File: config.mk
export PLATFORM = sky130hd
export DESIGN_NAME = osel_top
export DESIGN_NICKNAME = d
export VERILOG_FILES = /design/src/core/osel_pkg.sv /design/src/core/osel_sync.sv /design/src/core/osel_divider.sv /design/src/core/osel_top.sv
export SDC_FILE = /design/constraint.sdc
export NUM_CORES = 1
export LEC_CHECK = 0
export BUFFER_PORTS_ARGS = -buffer_cell sky130_fd_sc_hd__buf_2
export CAP_MARGIN = 25
export CORE_MARGIN = 2
export CORE_UTILIZATION = 41
export CTS_CLUSTER_SIZE = 30
export DETAILED_ROUTE_END_ITERATION = 7
export GPL_TIMING_DRIVEN = 1
export SLEW_MARGIN = 10
export SYNTH_ARGS = -nofsm -noshare
export SYNTH_HDL_FRONTEND = slang
export SYNTH_SLANG_ARGS = --single-unit
export TNS_END_PERCENT = 30
File: constraint.sdc
create_clock -name mclk -period 11.2 [get_ports mclk]
set_clock_uncertainty 0.15 [all_clocks]
set_input_delay 2.24 -clock mclk [delete_from_list [all_inputs] [get_ports mclk]]
set_output_delay 2.24 -clock mclk [all_outputs]
set_load 0.005 [all_outputs]
File: src/core/osel_pkg.sv
// Shared constants, types and decode functions for output clock selection
`default_nettype none
package osel_pkg;
    // Register offsets
    localparam logic [7:0] ADDR_SEL_THREE_FOUR = 8'h61;
    localparam logic [7:0] ADDR_SEL_FIVE_SIX = 8'h62;
    localparam logic [7:0] ADDR_SEL_SEVEN_SYNC = 8'h63;
    localparam logic [7:0] ADDR_SEC_FREQ = 8'h64;
    // Reset values
    localparam logic [7:0] RST_SEL_THREE_FOUR = 8'h86;
    localparam logic [7:0] RST_SEL_FIVE_SIX = 8'h84;
    localparam logic [7:0] RST_SEL_SEVEN_SYNC = 8'hC6;
    localparam logic [7:0] RST_SEC_FREQ = 8'h05;
    // Implemented bits, the rest read zero
    localparam logic [7:0] MASK_SEVEN_SYNC = 8'hCF;
    localparam logic [7:0] MASK_SEC_FREQ = 8'h0F;
    // Field positions
    localparam int SEL_LO_LSB = 0;
    localparam int SEL_HI_LSB = 4;
    localparam int SEL_W = 4;
    localparam int MFS_EN_BIT = 7;
    localparam int FS_EN_BIT = 6;
    localparam logic [3:0] SEC_FREQ_OFF = 4'h0;
    // Output indices
    localparam int OUT_THREE = 0;
    localparam int OUT_FOUR = 1;
    localparam int OUT_FIVE = 2;
    localparam int OUT_SIX = 3;
    localparam int OUT_SEVEN = 4;
    localparam int NUM_OUT = 5;
    // Frame tone timing
    localparam int MCLK_PERIOD_NS = 100;
    localparam int FRAME8K_PERIOD_NS = 125000;
    localparam int FRAME2K_PERIOD_NS = 500000;
    localparam int FRAME8K_CYCLES = FRAME8K_PERIOD_NS / MCLK_PERIOD_NS;
    localparam int FRAME2K_CYCLES_DFLT = FRAME2K_PERIOD_NS / MCLK_PERIOD_NS;
    // Common multiple of all divide ratios
    localparam logic [9:0] DIV_WRAP = 10'h3C0;

    // Register port request
    typedef struct packed {
        logic write;
        logic read;
        logic [7:0] addr;
        logic [7:0] wrData;
    } osel_regReq_t;

    // Divided versions of one source
    typedef struct packed {
        logic d2;
        logic d4;
        logic d5;
        logic d6;
        logic d8;
        logic d10;
        logic d12;
        logic d16;
        logic d20;
        logic d48;
        logic d64;
    } osel_taps_t;

    // Every selectable clock
    typedef struct packed {
        logic tone2k;
        logic tone8k;
        logic syn1;
        logic syn2;
        logic refS;
        logic refP;
        logic p1;
        logic s1;
        logic a1;
        osel_taps_t pDiv;
        osel_taps_t sDiv;
        osel_taps_t aDiv;
    } osel_srcs_t;

    typedef enum logic [4:0] {
        SRC_LOW, SRC_2K, SRC_8K, SRC_SYN1, SRC_SYN2, SRC_REF_S, SRC_REF_P,
        SRC_P1, SRC_P2, SRC_P4, SRC_P6, SRC_P8, SRC_P10, SRC_P12, SRC_P16, SRC_P48, SRC_P64,
        SRC_S1, SRC_S2, SRC_S4, SRC_S5, SRC_S8, SRC_S10, SRC_S12, SRC_S16, SRC_S20,
        SRC_S48, SRC_S64, SRC_A1, SRC_A2, SRC_A5, SRC_A10
    } osel_src_t;

    // Select code to source, standard or alternate table
    function automatic osel_src_t osel_decode(input int idx, input logic alt,
                                              input logic [3:0] code);
        osel_src_t s;
        s = SRC_LOW;
        if (!alt)
        begin
            case (code)
                4'h1: s = SRC_2K;
                4'h2: s = SRC_8K;
                4'h3: s = (idx == OUT_SIX) ? SRC_P2 : SRC_SYN2;
                4'h4: s = (idx == OUT_SEVEN) ? SRC_P2 : SRC_SYN1;
                4'h5: s = (idx == OUT_SIX) ? SRC_P1 : SRC_P48;
                4'h6: s = SRC_P16;
                4'h7: s = SRC_P12;
                4'h8: s = SRC_P8;
                4'h9: s = SRC_P6;
                4'hA: s = SRC_P4;
                4'hB: s = (idx == OUT_FOUR || idx == OUT_FIVE) ? SRC_S2 : SRC_S64;
                4'hC: s = SRC_S48;
                4'hD: s = SRC_S16;
                4'hE: s = SRC_S8;
                4'hF: s = SRC_S4;
                default: s = SRC_LOW;
            endcase
        end
        else
        begin
            case (code)
                4'h1: s = (idx == OUT_THREE) ? SRC_P64 : (idx >= OUT_SIX) ? SRC_S5 : SRC_P2;
                4'h2: s = (idx == OUT_THREE) ? SRC_S20 : (idx == OUT_FOUR) ? SRC_P10 :
                          (idx == OUT_FIVE) ? SRC_P1 : SRC_S2;
                4'h3: s = (idx == OUT_THREE) ? SRC_S12 : (idx == OUT_FOUR) ? SRC_LOW :
                          (idx == OUT_FIVE) ? SRC_S10 : SRC_S1;
                4'h4: s = (idx == OUT_THREE) ? SRC_S10 : (idx >= OUT_SIX) ? SRC_A5 : SRC_A10;
                4'h5: s = (idx == OUT_THREE) ? SRC_S5 : SRC_A2;
                4'h6: s = (idx == OUT_THREE) ? SRC_S2 : SRC_A1;
                4'h7: s = SRC_REF_S;
                4'h8: s = SRC_REF_P;
                default: s = SRC_LOW;
            endcase
        end
        return s;
    endfunction : osel_decode

    // Source to clock level
    function automatic logic osel_pick(input osel_src_t s, input osel_srcs_t x);
        logic b;
        b = 1'b0;
        case (s)
            SRC_2K: b = x.tone2k;
            SRC_8K: b = x.tone8k;
            SRC_SYN1: b = x.syn1;
            SRC_SYN2: b = x.syn2;
            SRC_REF_S: b = x.refS;
            SRC_REF_P: b = x.refP;
            SRC_P1: b = x.p1;
            SRC_P2: b = x.pDiv.d2;
            SRC_P4: b = x.pDiv.d4;
            SRC_P6: b = x.pDiv.d6;
            SRC_P8: b = x.pDiv.d8;
            SRC_P10: b = x.pDiv.d10;
            SRC_P12: b = x.pDiv.d12;
            SRC_P16: b = x.pDiv.d16;
            SRC_P48: b = x.pDiv.d48;
            SRC_P64: b = x.pDiv.d64;
            SRC_S1: b = x.s1;
            SRC_S2: b = x.sDiv.d2;
            SRC_S4: b = x.sDiv.d4;
            SRC_S5: b = x.sDiv.d5;
            SRC_S8: b = x.sDiv.d8;
            SRC_S10: b = x.sDiv.d10;
            SRC_S12: b = x.sDiv.d12;
            SRC_S16: b = x.sDiv.d16;
            SRC_S20: b = x.sDiv.d20;
            SRC_S48: b = x.sDiv.d48;
            SRC_S64: b = x.sDiv.d64;
            SRC_A1: b = x.a1;
            SRC_A2: b = x.aDiv.d2;
            SRC_A5: b = x.aDiv.d5;
            SRC_A10: b = x.aDiv.d10;
            default: b = 1'b0;
        endcase
        return b;
    endfunction : osel_pick
endpackage : osel_pkg
`default_nettype wire

File: src/core/osel_sync.sv
// Two-flop synchroniser for pin inputs
`default_nettype none
module osel_sync #(
    parameter int W = 1
)
(
    // Clock and reset
    input wire logic mclk,
    input wire logic nrst,
    // Pin side and clock side
    input wire logic [W-1:0] din,
    output logic [W-1:0] dout
);
    logic [W-1:0] stage;
    logic [W-1:0] next_stage;
    logic [W-1:0] next_dout;

    // Shift chain
    always_comb
    begin
        next_stage = din;
        next_dout = stage;
    end

    always_ff @(posedge mclk or negedge nrst)
    begin
        if (!nrst)
        begin
            stage <= '0;
            dout <= '0;
        end
        else
        begin
            stage <= next_stage;
            dout <= next_dout;
        end
    end
endmodule : osel_sync
`default_nettype wire

File: src/core/osel_divider.sv
// Edge-counting divider bank for one sampled PLL clock
`default_nettype none
module osel_divider
    import osel_pkg::*;
(
    // Clock and reset
    input wire logic mclk,
    input wire logic nrst,
    // Sampled source and run control
    input wire logic srcSync,
    input wire logic run,
    // Divided outputs
    output osel_taps_t taps
);
    logic [9:0] cnt;
    logic [9:0] next_cnt;
    logic prev;
    logic next_prev;
    osel_taps_t next_taps;

    // High for the first n/2 (rounded down) of every n source edges
    function automatic logic tapOf(input logic [9:0] c, input int n);
        return (int'(c) % n) < (n / 2);
    endfunction : tapOf

    // Count rising edges, all taps low while stopped
    always_comb
    begin
        next_prev = srcSync;
        next_cnt = cnt;
        if (!run)
        begin
            next_cnt = 10'h000;
        end
        else if (srcSync && !prev)
        begin
            next_cnt = (cnt == DIV_WRAP - 10'h001) ? 10'h000 : cnt + 10'h001;
        end
        next_taps.d2 = run & tapOf(next_cnt, 2);
        next_taps.d4 = run & tapOf(next_cnt, 4);
        next_taps.d5 = run & tapOf(next_cnt, 5);
        next_taps.d6 = run & tapOf(next_cnt, 6);
        next_taps.d8 = run & tapOf(next_cnt, 8);
        next_taps.d10 = run & tapOf(next_cnt, 10);
        next_taps.d12 = run & tapOf(next_cnt, 12);
        next_taps.d16 = run & tapOf(next_cnt, 16);
        next_taps.d20 = run & tapOf(next_cnt, 20);
        next_taps.d48 = run & tapOf(next_cnt, 48);
        next_taps.d64 = run & tapOf(next_cnt, 64);
    end

    always_ff @(posedge mclk or negedge nrst)
    begin
        if (!nrst)
        begin
            cnt <= 10'h000;
            prev <= 1'b0;
            taps <= '0;
        end
        else
        begin
            cnt <= next_cnt;
            prev <= next_prev;
            taps <= next_taps;
        end
    end
endmodule : osel_divider
`default_nettype wire

File: src/core/osel_top.sv
// Output clock source selection, frame sync pins and their registers
`default_nettype none
module osel_top
    import osel_pkg::*;
#(
    parameter int FRAME2K_CYCLES = FRAME2K_CYCLES_DFLT
)
(
    // Clock and reset
    input wire logic mclk,
    input wire logic nrst,
    // Processor register port
    input wire osel_regReq_t regReq,
    output logic [7:0] regRdData,
    // Clock sources
    input wire logic primaryAnalogPll,
    input wire logic secondaryAnalogPll,
    input wire logic auxiliaryPrimaryPll,
    input wire logic synthClockOne,
    input wire logic synthClockTwo,
    input wire logic secondaryRefDivided,
    input wire logic primaryRefDivided,
    // Decode and source controls
    input wire logic [NUM_OUT-1:0] altDecode,
    input wire logic secondaryPllSourceSelect,
    output logic [3:0] secondaryPllFreqSelect,
    // Clock and sync outputs
    output logic clockOutputThree,
    output logic clockOutputFour,
    output logic clockOutputFive,
    output logic clockOutputSix,
    output logic clockOutputSeven,
    output logic multiframeSyncPin,
    output logic frameSyncPin
);
    logic [7:0] selThreeFour;
    logic [7:0] selFiveSix;
    logic [7:0] selSevenSync;
    logic [7:0] secFreq;
    logic [7:0] next_selThreeFour;
    logic [7:0] next_selFiveSix;
    logic [7:0] next_selSevenSync;
    logic [7:0] next_secFreq;
    logic [7:0] next_regRdData;
    logic [12:0] syncBus;
    logic [NUM_OUT-1:0] altSync;
    logic secSrcSel;
    logic secRun;
    logic [3:0] sel [NUM_OUT];
    osel_taps_t pTaps;
    osel_taps_t sTaps;
    osel_taps_t aTaps;
    osel_srcs_t srcs;
    logic [10:0] cnt8k;
    logic [15:0] cnt2k;
    logic tone8k;
    logic tone2k;
    logic [10:0] next_cnt8k;
    logic [15:0] next_cnt2k;
    logic next_tone8k;
    logic next_tone2k;
    logic [NUM_OUT-1:0] clkOut;
    logic [NUM_OUT-1:0] next_clkOut;
    logic next_mfPin;
    logic next_fsPin;

    // Pin inputs into the clock domain
    osel_sync #(.W(13)) u_sync (
        .mclk(mclk),
        .nrst(nrst),
        .din({secondaryPllSourceSelect, altDecode, primaryRefDivided, secondaryRefDivided,
              synthClockTwo, synthClockOne, auxiliaryPrimaryPll, secondaryAnalogPll,
              primaryAnalogPll}),
        .dout(syncBus)
    );
    assign altSync = syncBus[11:7];
    assign secSrcSel = syncBus[12];

    assign secRun = secSrcSel | (secFreq[3:0] != SEC_FREQ_OFF);

    // Divider banks
    osel_divider u_divPrimary (
        .mclk(mclk),
        .nrst(nrst),
        .srcSync(syncBus[0]),
        .run(1'b1),
        .taps(pTaps)
    );
    osel_divider u_divSecondary (
        .mclk(mclk),
        .nrst(nrst),
        .srcSync(syncBus[1]),
        .run(secRun),
        .taps(sTaps)
    );
    osel_divider u_divAuxiliary (
        .mclk(mclk),
        .nrst(nrst),
        .srcSync(syncBus[2]),
        .run(1'b1),
        .taps(aTaps)
    );

    // Gather every selectable clock
    always_comb
    begin
        srcs.tone2k = tone2k;
        srcs.tone8k = tone8k;
        srcs.syn1 = syncBus[3];
        srcs.syn2 = syncBus[4];
        srcs.refS = syncBus[5];
        srcs.refP = syncBus[6];
        srcs.p1 = syncBus[0];
        srcs.s1 = syncBus[1] & secRun;
        srcs.a1 = syncBus[2];
        srcs.pDiv = pTaps;
        srcs.sDiv = sTaps;
        srcs.aDiv = aTaps;
    end

    // Select fields per output
    assign sel[OUT_THREE] = selThreeFour[SEL_LO_LSB +: SEL_W];
    assign sel[OUT_FOUR] = selThreeFour[SEL_HI_LSB +: SEL_W];
    assign sel[OUT_FIVE] = selFiveSix[SEL_LO_LSB +: SEL_W];
    assign sel[OUT_SIX] = selFiveSix[SEL_HI_LSB +: SEL_W];
    assign sel[OUT_SEVEN] = selSevenSync[SEL_LO_LSB +: SEL_W];

    // Register writes and read data
    always_comb
    begin
        next_selThreeFour = selThreeFour;
        next_selFiveSix = selFiveSix;
        next_selSevenSync = selSevenSync;
        next_secFreq = secFreq;
        next_regRdData = regRdData;
        if (regReq.write)
        begin
            case (regReq.addr)
                ADDR_SEL_THREE_FOUR: next_selThreeFour = regReq.wrData;
                ADDR_SEL_FIVE_SIX: next_selFiveSix = regReq.wrData;
                ADDR_SEL_SEVEN_SYNC: next_selSevenSync = regReq.wrData & MASK_SEVEN_SYNC;
                ADDR_SEC_FREQ: next_secFreq = regReq.wrData & MASK_SEC_FREQ;
                default: next_secFreq = secFreq;
            endcase
        end
        if (regReq.read)
        begin
            case (regReq.addr)
                ADDR_SEL_THREE_FOUR: next_regRdData = selThreeFour;
                ADDR_SEL_FIVE_SIX: next_regRdData = selFiveSix;
                ADDR_SEL_SEVEN_SYNC: next_regRdData = selSevenSync;
                ADDR_SEC_FREQ: next_regRdData = secFreq;
                default: next_regRdData = 8'h00;
            endcase
        end
    end

    // Frame tone counters
    always_comb
    begin
        next_cnt8k = (cnt8k == 11'(FRAME8K_CYCLES - 1)) ? 11'h000 : cnt8k + 11'h001;
        next_cnt2k = (cnt2k == 16'(FRAME2K_CYCLES - 1)) ? 16'h0000 : cnt2k + 16'h0001;
        next_tone8k = next_cnt8k < 11'(FRAME8K_CYCLES / 2);
        next_tone2k = next_cnt2k < 16'(FRAME2K_CYCLES / 2);
    end

    // Output clock and sync pin levels
    always_comb
    begin
        for (int i = 0; i < NUM_OUT; i++)
        begin
            next_clkOut[i] = osel_pick(osel_decode(i, altSync[i], sel[i]), srcs);
        end
        next_mfPin = selSevenSync[MFS_EN_BIT] & tone2k;
        next_fsPin = selSevenSync[FS_EN_BIT] & tone8k;
    end

    always_ff @(posedge mclk or negedge nrst)
    begin
        if (!nrst)
        begin
            selThreeFour <= RST_SEL_THREE_FOUR;
            selFiveSix <= RST_SEL_FIVE_SIX;
            selSevenSync <= RST_SEL_SEVEN_SYNC;
            secFreq <= RST_SEC_FREQ;
            regRdData <= 8'h00;
            cnt8k <= 11'h000;
            cnt2k <= 16'h0000;
            tone8k <= 1'b0;
            tone2k <= 1'b0;
            clkOut <= '0;
            multiframeSyncPin <= 1'b0;
            frameSyncPin <= 1'b0;
        end
        else
        begin
            selThreeFour <= next_selThreeFour;
            selFiveSix <= next_selFiveSix;
            selSevenSync <= next_selSevenSync;
            secFreq <= next_secFreq;
            regRdData <= next_regRdData;
            cnt8k <= next_cnt8k;
            cnt2k <= next_cnt2k;
            tone8k <= next_tone8k;
            tone2k <= next_tone2k;
            clkOut <= next_clkOut;
            multiframeSyncPin <= next_mfPin;
            frameSyncPin <= next_fsPin;
        end
    end

    // Pin outputs
    assign clockOutputThree = clkOut[OUT_THREE];
    assign clockOutputFour = clkOut[OUT_FOUR];
    assign clockOutputFive = clkOut[OUT_FIVE];
    assign clockOutputSix = clkOut[OUT_SIX];
    assign clockOutputSeven = clkOut[OUT_SEVEN];
    assign secondaryPllFreqSelect = secFreq[3:0];

    // Checks on decode, pins and registers
    property p_out4Syn2;
        @(posedge mclk) disable iff (!nrst)
        (!altSync[1] && sel[1] == 4'h3) |=> clockOutputFour == $past(srcs.syn2);
    endproperty
    a_out4Syn2: assert property (p_out4Syn2) else $error("out4 code 3 wrong");
    property p_out3P48;
        @(posedge mclk) disable iff (!nrst)
        (!altSync[0] && sel[0] == 4'h5) |=> clockOutputThree == $past(pTaps.d48);
    endproperty
    a_out3P48: assert property (p_out3P48) else $error("out3 code 5 wrong");
    property p_out4S2;
        @(posedge mclk) disable iff (!nrst)
        (!altSync[1] && sel[1] == 4'hB) |=> clockOutputFour == $past(sTaps.d2);
    endproperty
    a_out4S2: assert property (p_out4S2) else $error("out4 code B wrong");
    property p_out4AltA1;
        @(posedge mclk) disable iff (!nrst)
        (altSync[1] && sel[1] == 4'h6) |=> clockOutputFour == $past(srcs.a1);
    endproperty
    a_out4AltA1: assert property (p_out4AltA1) else $error("out4 alt 6 wrong");
    property p_altUndef;
        @(posedge mclk) disable iff (!nrst)
        (altSync[4] && sel[4] > 4'h8) |=> !clockOutputSeven;
    endproperty
    a_altUndef: assert property (p_altUndef) else $error("out7 undefined not low");
    property p_out6S64;
        @(posedge mclk) disable iff (!nrst)
        (!altSync[3] && sel[3] == 4'hB) |=> clockOutputSix == $past(sTaps.d64);
    endproperty
    a_out6S64: assert property (p_out6S64) else $error("out6 code B wrong");
    property p_out3AltS20;
        @(posedge mclk) disable iff (!nrst)
        (altSync[0] && sel[0] == 4'h2) |=> clockOutputThree == $past(sTaps.d20);
    endproperty
    a_out3AltS20: assert property (p_out3AltS20) else $error("out3 alt 2 wrong");
    property p_out6P1;
        @(posedge mclk) disable iff (!nrst)
        (!altSync[3] && sel[3] == 4'h5) |=> clockOutputSix == $past(srcs.p1);
    endproperty
    a_out6P1: assert property (p_out6P1) else $error("out6 code 5 wrong");
    property p_out7AltS1;
        @(posedge mclk) disable iff (!nrst)
        (altSync[4] && sel[4] == 4'h3) |=> clockOutputSeven == $past(srcs.s1);
    endproperty
    a_out7AltS1: assert property (p_out7AltS1) else $error("out7 alt 3 wrong");
    property p_out5Low;
        @(posedge mclk) disable iff (!nrst)
        (!altSync[2] && sel[2] == 4'h0) [*2] |=> !clockOutputFive;
    endproperty
    a_out5Low: assert property (p_out5Low) else $error("out5 code 0 not low");
    property p_out5AltS10;
        @(posedge mclk) disable iff (!nrst)
        (altSync[2] && sel[2] == 4'h3) |=> clockOutputFive == $past(sTaps.d10);
    endproperty
    a_out5AltS10: assert property (p_out5AltS10) else $error("out5 alt 3 wrong");
    property p_out7P2;
        @(posedge mclk) disable iff (!nrst)
        (!altSync[4] && sel[4] == 4'h4) |=> clockOutputSeven == $past(pTaps.d2);
    endproperty
    a_out7P2: assert property (p_out7P2) else $error("out7 code 4 wrong");
    property p_mfPin;
        @(posedge mclk) disable iff (!nrst)
        1'b1 |=> multiframeSyncPin == ($past(selSevenSync[MFS_EN_BIT]) && $past(tone2k));
    endproperty
    a_mfPin: assert property (p_mfPin) else $error("multiframe pin wrong");
    property p_fsPin;
        @(posedge mclk) disable iff (!nrst)
        !selSevenSync[FS_EN_BIT] |=> !frameSyncPin;
    endproperty
    a_fsPin: assert property (p_fsPin) else $error("frame pin not low");
    property p_rw62;
        @(posedge mclk) disable iff (!nrst)
        (regReq.write && regReq.addr == ADDR_SEL_FIVE_SIX) ##1
        (regReq.read && !regReq.write && regReq.addr == ADDR_SEL_FIVE_SIX)
        |=> regRdData == $past(regReq.wrData, 2);
    endproperty
    a_rw62: assert property (p_rw62) else $error("62h readback wrong");
    property p_rw63;
        @(posedge mclk) disable iff (!nrst)
        (regReq.write && regReq.addr == ADDR_SEL_SEVEN_SYNC) ##1
        (regReq.read && !regReq.write && regReq.addr == ADDR_SEL_SEVEN_SYNC)
        |=> regRdData == ($past(regReq.wrData, 2) & MASK_SEVEN_SYNC);
    endproperty
    a_rw63: assert property (p_rw63) else $error("63h readback wrong");
    property p_out3Low;
        @(posedge mclk) disable iff (!nrst)
        (!altSync[0] && sel[0] == 4'h0) |=> !clockOutputThree;
    endproperty
    a_out3Low: assert property (p_out3Low) else $error("out3 code 0 not low");
    property p_secOff;
        @(posedge mclk) disable iff (!nrst)
        (!secSrcSel && secFreq[3:0] == SEC_FREQ_OFF) |-> (!srcs.s1) ##1 (sTaps == '0);
    endproperty
    a_secOff: assert property (p_secOff) else $error("secondary not stopped");
    property p_rd64;
        @(posedge mclk) disable iff (!nrst)
        (regReq.read && regReq.addr == ADDR_SEC_FREQ) |=> regRdData[7:4] == 4'h0;
    endproperty
    a_rd64: assert property (p_rd64) else $error("64h unused bits set");
endmodule : osel_top
`default_nettype wire

* Yosys cells after proc, flatten, opt, wreduce, memory -nomap -nowiden
Memories as Yosys holds them, arrays and structs flattened.
Cells that the tools add are included.
** Storage, ports and cells
- Bits in latches :: 0
- Logic and storage cells :: 301
- Bits in registers :: 151
- Input port bits :: 33
- Output and inout bits :: 19
- RAM bits :: 0
- Memories kept :: 10
- ROM bits :: 800
** Memory list
- (no name shown) :: depth 16, width 5, rd ports 1, clocked after Yosys merged registers in 0, wr ports 0, line osel_pkg.sv:93 : case (code)
- (no name shown) :: depth 16, width 5, rd ports 1, clocked after Yosys merged registers in 0, wr ports 0, line osel_pkg.sv:114 : case (code)
- (no name shown) :: depth 16, width 5, rd ports 1, clocked after Yosys merged registers in 0, wr ports 0, line osel_pkg.sv:93
- (no name shown) :: depth 16, width 5, rd ports 1, clocked after Yosys merged registers in 0, wr ports 0, line osel_pkg.sv:114
- (no name shown) :: depth 16, width 5, rd ports 1, clocked after Yosys merged registers in 0, wr ports 0, line osel_pkg.sv:93
- (no name shown) :: depth 16, width 5, rd ports 1, clocked after Yosys merged registers in 0, wr ports 0, line osel_pkg.sv:114
- 4 more memories
** Cells by class
- Bitwise gates (word level) :: 14
- Add/subtract/negate cells :: 5
- $lt $le $gt $ge :: 24
- Divide/modulo/power cells :: 11
- Muxes and demuxes :: 20
- Reductions and logical operators :: 11
- Equal/unequal tests :: 164
- Multiply operators :: 0
- Shifts and indexed selects :: 0
** Operators with widths (number)
- $eq 5x5->1 const B :: 80
- $eq 5x4->1 const B :: 40
- $lt 32x4->1 const B :: 5
- $mod 11x5->32 const B :: 5
- $pmux 1 s31 :: 5
- $eq 5x3->1 const B :: 20
- $lt 32x3->1 const B :: 3
- $mod 11x4->32 const B :: 3
- $mux 10 :: 7
- $lt 32x6->1 const B :: 2
- $mod 11x7->32 const B :: 2
- $eq 5x2->1 const B :: 10
- $eq 8x7->1 const B :: 4
- $lt 32x5->1 const B :: 1
- $mod 11x6->32 const B :: 1
- $pmux 8 s4 :: 1
- $add 10x1->10 const B :: 3
- $eq 10x10->1 const B :: 3
- $eq 5x1->1 const B :: 5
- $mux 5 :: 5
- $add 16x1->16 const B :: 1
- $eq 16x13->1 const B :: 1
- $lt 16x12->1 const B :: 1
- $mux 16 :: 1
- other kinds (15) :: 40

* Longest topological paths before layout
- Depth after elaboration :: 7
- Gate-level depth with buffers :: 38
- Gate-level depth less buffers :: 35

* Hierarchy
Synthesis repeated with hierarchy kept, for this count alone.
** Unflattened totals
- Cell total of the unflattened synthesis :: 2574
- Area total of the unflattened synthesis :: 20409.6 um^2
** By module, submodules not included
- osel_divider :: cells an instance 587, area each 4361.7 um^2, seq. area each 550.5 um^2, times used 3
- osel_top :: cells an instance 787, area each 6673.9 um^2, seq. area each 1765.4 um^2, times used 1
- osel_sync :: cells an instance 26, area each 650.6 um^2, seq. area each 650.6 um^2, times used 1

* Worst setup path after synthesis
Ideal clock, no wire load.
- Kind :: reg2reg
- From :: register u_divSecondary.cnt[0]
- To :: register u_divSecondary.taps[8] (netlist name)
- Arrival :: 8073 ps
- Period minus slack after synthesis :: 8310 ps
- Stages on the path, launching flop included :: 36
- Buffers on the path :: 1
- Slack :: 2890 ps
- Library setup time :: 87 ps
- Cell sequence :: dfrtp_1 -> ha_1 -> nand4b_4 -> or4_1 -> nand2_2 -> nor2_1 -> or2_2 -> ha_1 -> inv_1 -> o41a_1 -> or4b_1 -> o2111a_1 -> o21ai_2 -> nor4_1 -> or3_4 -> a211oi_4 -> nand3_1 -> nor3_1 -> xnor2_1 -> ha_1 -> a211oi_1 -> and4_1 -> buf_6 -> xnor2_1 -> ha_1 -> nor2_1 -> mux2i_1 -> a2bb2oi_2 -> nand4_4 -> xnor2_1 -> ha_1 -> o21ai_1 -> and3_1 -> a211oi_2 -> nor2_1 -> a22oi_1
** RTL lines
- from (decl) :: line osel_divider.sv:15 : logic [9:0] cnt;
- from (signal assigned) :: line osel_divider.sv:62 : cnt <= next_cnt;
- to (signal assigned) :: line osel_divider.sv:64 : taps <= next_taps;
- to (decl) :: line osel_divider.sv:13 : output osel_taps_t taps

==> summary.md <==
| Metric | Value |
|---|---|
| Layout area overhead | `6.899%` |
| Fmax | `a little under 100 MHz` |
| Startpoint types | `flop` |
| Synth warn | `0` |
| Leak Pwr | `~7.2 nW` |
| Startpoint of the worst hold path | `u_sync.next_dout[7]$_DFF_PN0_` |
| Least-Margin Pin Slew | `about 1.0 ns` |
| Worst Setup Slack, final | `1.023 ns` |
| Final-layout fill cell count | `around 3900` |
| Maximum VDD drop | `0.1132 mV` |
| Min Tclk post-route | `~10 ns` |
| PwrDens | `around 150 nW/um2` |
| Layout cells sized above 1 | `0.1136` |
| Worst Hold Class | `flop to flop` |
| Critical path class | `flop to flop` |
| RSZ-0062 raised after global routing | `false` |
| Root Buffer | `clkbuf_16` |
| Worst Path Buf+Inv | `2` |
| Slew HR | `0.3175` |
| Dpl cell area | `around 17000 um2` |
| Final Max Slew Viols | `0` |
| Mapped Cells | `roughly 2100` |
| IO buf count | `51` |
| Clk_lat worst skew | `~0.44 ns` |
| Crit share post-route | `0.9086` |
| Sw Pwr | `0.001179 W` |
| Routability Congestion | `approximately 0.94` |
| Post-CTS setup repair buffer count | `0` |
| Via count | `16610` |
| CTS tree | `built` |
| Slowest Stage Delay on Critical Path | `about 0.60 ns` |
| Syn Nets | `2212` |
| Async SR Flop Fraction | `1.000` |
| Share of the synthesized area in the top cell type | `0.2125` |
| H-tree levels | `4` |
| Register area | `about 3800 um2` |
| Crit end category | `flop` |
| CTS resizes | `0` |
| Vias/cell | `between 6 and 7` |
| WL final | `approximately 48 mm` |
| Critical Path Start | `u_divSecondary.cnt[0]$_DFF_PN0_` |
| Overall Global Routing Usage | `0.2313` |
| Worst Path Max Fanout | `11` |
| # IOs | `52` |
| Distinct cells, synth | `between 100 and 150` |
| Biggest area consumer among synthesized cells | `dfrtp_1` |
| Die area | `41830 um2` |
| Place WS | `1.203 ns` |
| Multi-input combinational cell area | `between 10000 and 15000 um2` |
| #FFs+latches synth | `between 150 and 200` |
| CP max-delay cell | `or4_1` |
| Initial Utilization | `0.4149` |
| CTS Hold Bufs | `0` |
| Final Hold Viols | `0` |
| Post-detailed-route count of antenna-violating nets | `0` |
| Data arrival time at the worst-slack endpoint | `between 10 and 15 ns` |
| Post-synth EDFFs | `0` |
| Pre-Repair DR Iteration Count | `6` |
| Internal power | `approximately 0.0015 W` |
| Seq/Total Area, Yosys | `0.2300` |
| Largest net degree at the start of global routing | `80` |
| Clock transition at path regs | `about 0.060 ns` |
| Combinational power share | `0.535` |
| Synth area leaders | `dfrtp_1 21%, nor2_1 4.6%, nand2_1 4.3%, a21oi_1 4.3%, ha_1 4.2%` |
| Chip width | `about 200 um` |
| Top FF cell, synth | `dfrtp_1` |
| Final std cells w/o fill | `between 2000 and 3000` |
| Most used cell, CP | `ha_1` |
| Aggregate negative setup slack | `0 ns` |
| Routed len/inst | `18.24 um` |
| Initial antenna violation count | `2` |
| Top delay family on crit path | `simple AND/OR/NAND/NOR gates` |
| HPWL after DPL | `35.98 mm` |
| GR Overflow Total | `0` |
| Clock tree buffer depth | `2` |
| Cell Rows | `between 70 and 80` |
| Fin nets | `about 2200` |
| Status | `complete, no violations` |
| Overall die height | `a little over 200 um` |
| Most numerous cell in the Yosys netlist | `nor2_1` |
| Avg Cell Area, Syn | `between 7 and 8 um2` |
| Final setup vio count | `0` |
| First-pass GRT wire length | `just under 80 mm` |
| Final Cell Area | `about 18000 um2` |
| Placed Cells | `about 2600` |
| Post-Syn Area | `about 16000 um2` |
| # DRC | `0` |
| Reg-to-Reg Start | `u_divSecondary.cnt[0]$_DFF_PN0_` |
| CP required | `between 10 and 15 ns` |
| Max-cap viol count | `0` |
| Clock power share | `0.198` |
| CTS Buf Count | `17` |
| Synth cell count leaders | `201 x nor2_1, 191 x nand2_1, 140 x a21oi_1, 140 x dfrtp_1, 117 x o21ai_0` |
| DRT iter0 DRCs | `about 1400` |
| CORE AREA | `39730 um2` |
| Fin Hold WS | `about 0.2 ns` |
| Switching part of the total | `0.4466` |
| Reg power frac | `0.267` |
| Clk sink count | `151` |
| Vias in the first global route | `15120` |
==> metrics by stage <==
stage,utilization,power [W]
floorplan,-,0.001780
CTS,0.4425,0.002629
global placement,0.4292,0.002068
detailed placement,0.4294,0.002090
finish,0.4436,0.002640
global route,0.4434,0.002841
==> worst reg2reg max path, delay by kind of cell, from the launching register on <==
| family | cells | cell delay, ns |
|---|---|---|
| XOR/XNOR | 3 | 1.05 |
| multiplexers | 1 | 0.17 |
| adder cells (fa/ha/maj) | 5 | 1.36 |
| buffers and inverters | 2 | 0.14 |
| AO/OA/AOI/OAI | 11 | 2.95 |
| AND/OR/NAND/NOR | 12 | 3.81 |
| flip-flops | 1 | 0.46 |
==> layer usage <==
layer | wire length [um] | up-vias | global-route usage
li1 | - | 8000 | -
met1 | 22680 | 7955 | 0.3252
met2 | 22100 | 585 | 0.3699
met3 | 2701 | 72 | 0.03070
met4 | 828 | 0 | 0.06625
met5 | 0 | - | 0
==> logic make-up (layout without fill, tap and decap cells) <==
| group | Yosys count | in the layout | share of synthesized area |
|---|---|---|---|
| muxes | 101 | 101 | 0.06717 |
| buffers and inverters | 184 | 182 | 0.04683 |
| and+or+nand+nor | 828 | 828 | 0.2570 |
| xor gates and xnor gates | 88 | 88 | 0.04721 |
| DFF | 151 | 151 | 0.2300 |
| AOI/OAI and AO/OA | 712 | 712 | 0.3069 |
| other | 0 | 2 | 0 |
| adders and majority gates | 60 | 60 | 0.04485 |
==> path summary, 6_finish.rpt <==
check,slack [ns],cells after the start,end
max in group asynchronous,8.04,3,cnt2k[1]$_DFF_PN0_
worst max-delay path,1.02,34,u_divSecondary.taps[8]$_DFF_PN0_
worst max register to register,1.02,34,u_divSecondary.taps[8]$_DFF_PN0_
min in group asynchronous,1.66,1,u_divSecondary.cnt[7]$_DFF_PN0_
worst min-delay path,0.20,0,u_sync.dout[7]$_DFF_PN0_
worst min register to register,0.20,0,u_sync.dout[7]$_DFF_PN0_
==> power by group through the flow <==
stage	Combinational (W)	Clock (W)	Sequential [W]
6_report	0.00141	0.000523	0.000704
2_1_floorplan	0.00112	0	0.000657
3_5_place_dp	0.00138	0	0.000709
4_1_cts	0.00139	0.000539	0.000700
3_3_place_gp	0.00136	0	0.000709
5_1_grt	0.00157	0.000565	0.000709
==> sequential cells by signal, summed over array words and instances, names as in the netlist, 9 cells and up <==
signal / flops
u_sync.dout: 13
cnt2k: 16
u_divAuxiliary.cnt: 10
u_divSecondary.cnt: 10
u_divPrimary.taps: 9
u_sync.next_dout: 13
u_divPrimary.cnt: 10
u_divSecondary.taps: 10
cnt8k: 11
==> cell type report <==
type | count | share of cell area
multi-input cells | 1789 | 0.6765
flip-flops and latches | 151 | 0.2152
well taps | 525 | 0.03727
clock buffers | 24 | 0.02677
repair buffers | 69 | 0.02364
inverters | 81 | 0.01739
clock inverters | 8 | 0.002982
diodes | 2 | 0.0002840
==> placed cells by master, fill, tap and decap left out, types with 22 or more instances in the layout <==
| master | count |
|---|---|
| a21o_1 | 26 |
| mux2_2 | 40 |
| nand3_1 | 91 |
| dfrtp_1 | 140 |
| mux2i_1 | 55 |
| nor2_1 | 201 |
| o22ai_1 | 36 |
| and2_1 | 31 |
| xnor2_1 | 56 |
| o211ai_1 | 26 |
| a211oi_1 | 28 |
| xor2_1 | 31 |
| a22oi_1 | 24 |
| nor3_1 | 74 |
| o21a_1 | 29 |
| o21ai_0 | 116 |
| buf_2 | 50 |
| nand2_1 | 191 |
| inv_1 | 70 |
| a31oi_1 | 42 |
| ha_1 | 55 |
| a21oi_1 | 140 |
| o21ai_1 | 25 |
| nor2b_1 | 26 |
| and3_1 | 27 |
| nand4_1 | 22 |
Power figures use the tool's default switching activity.
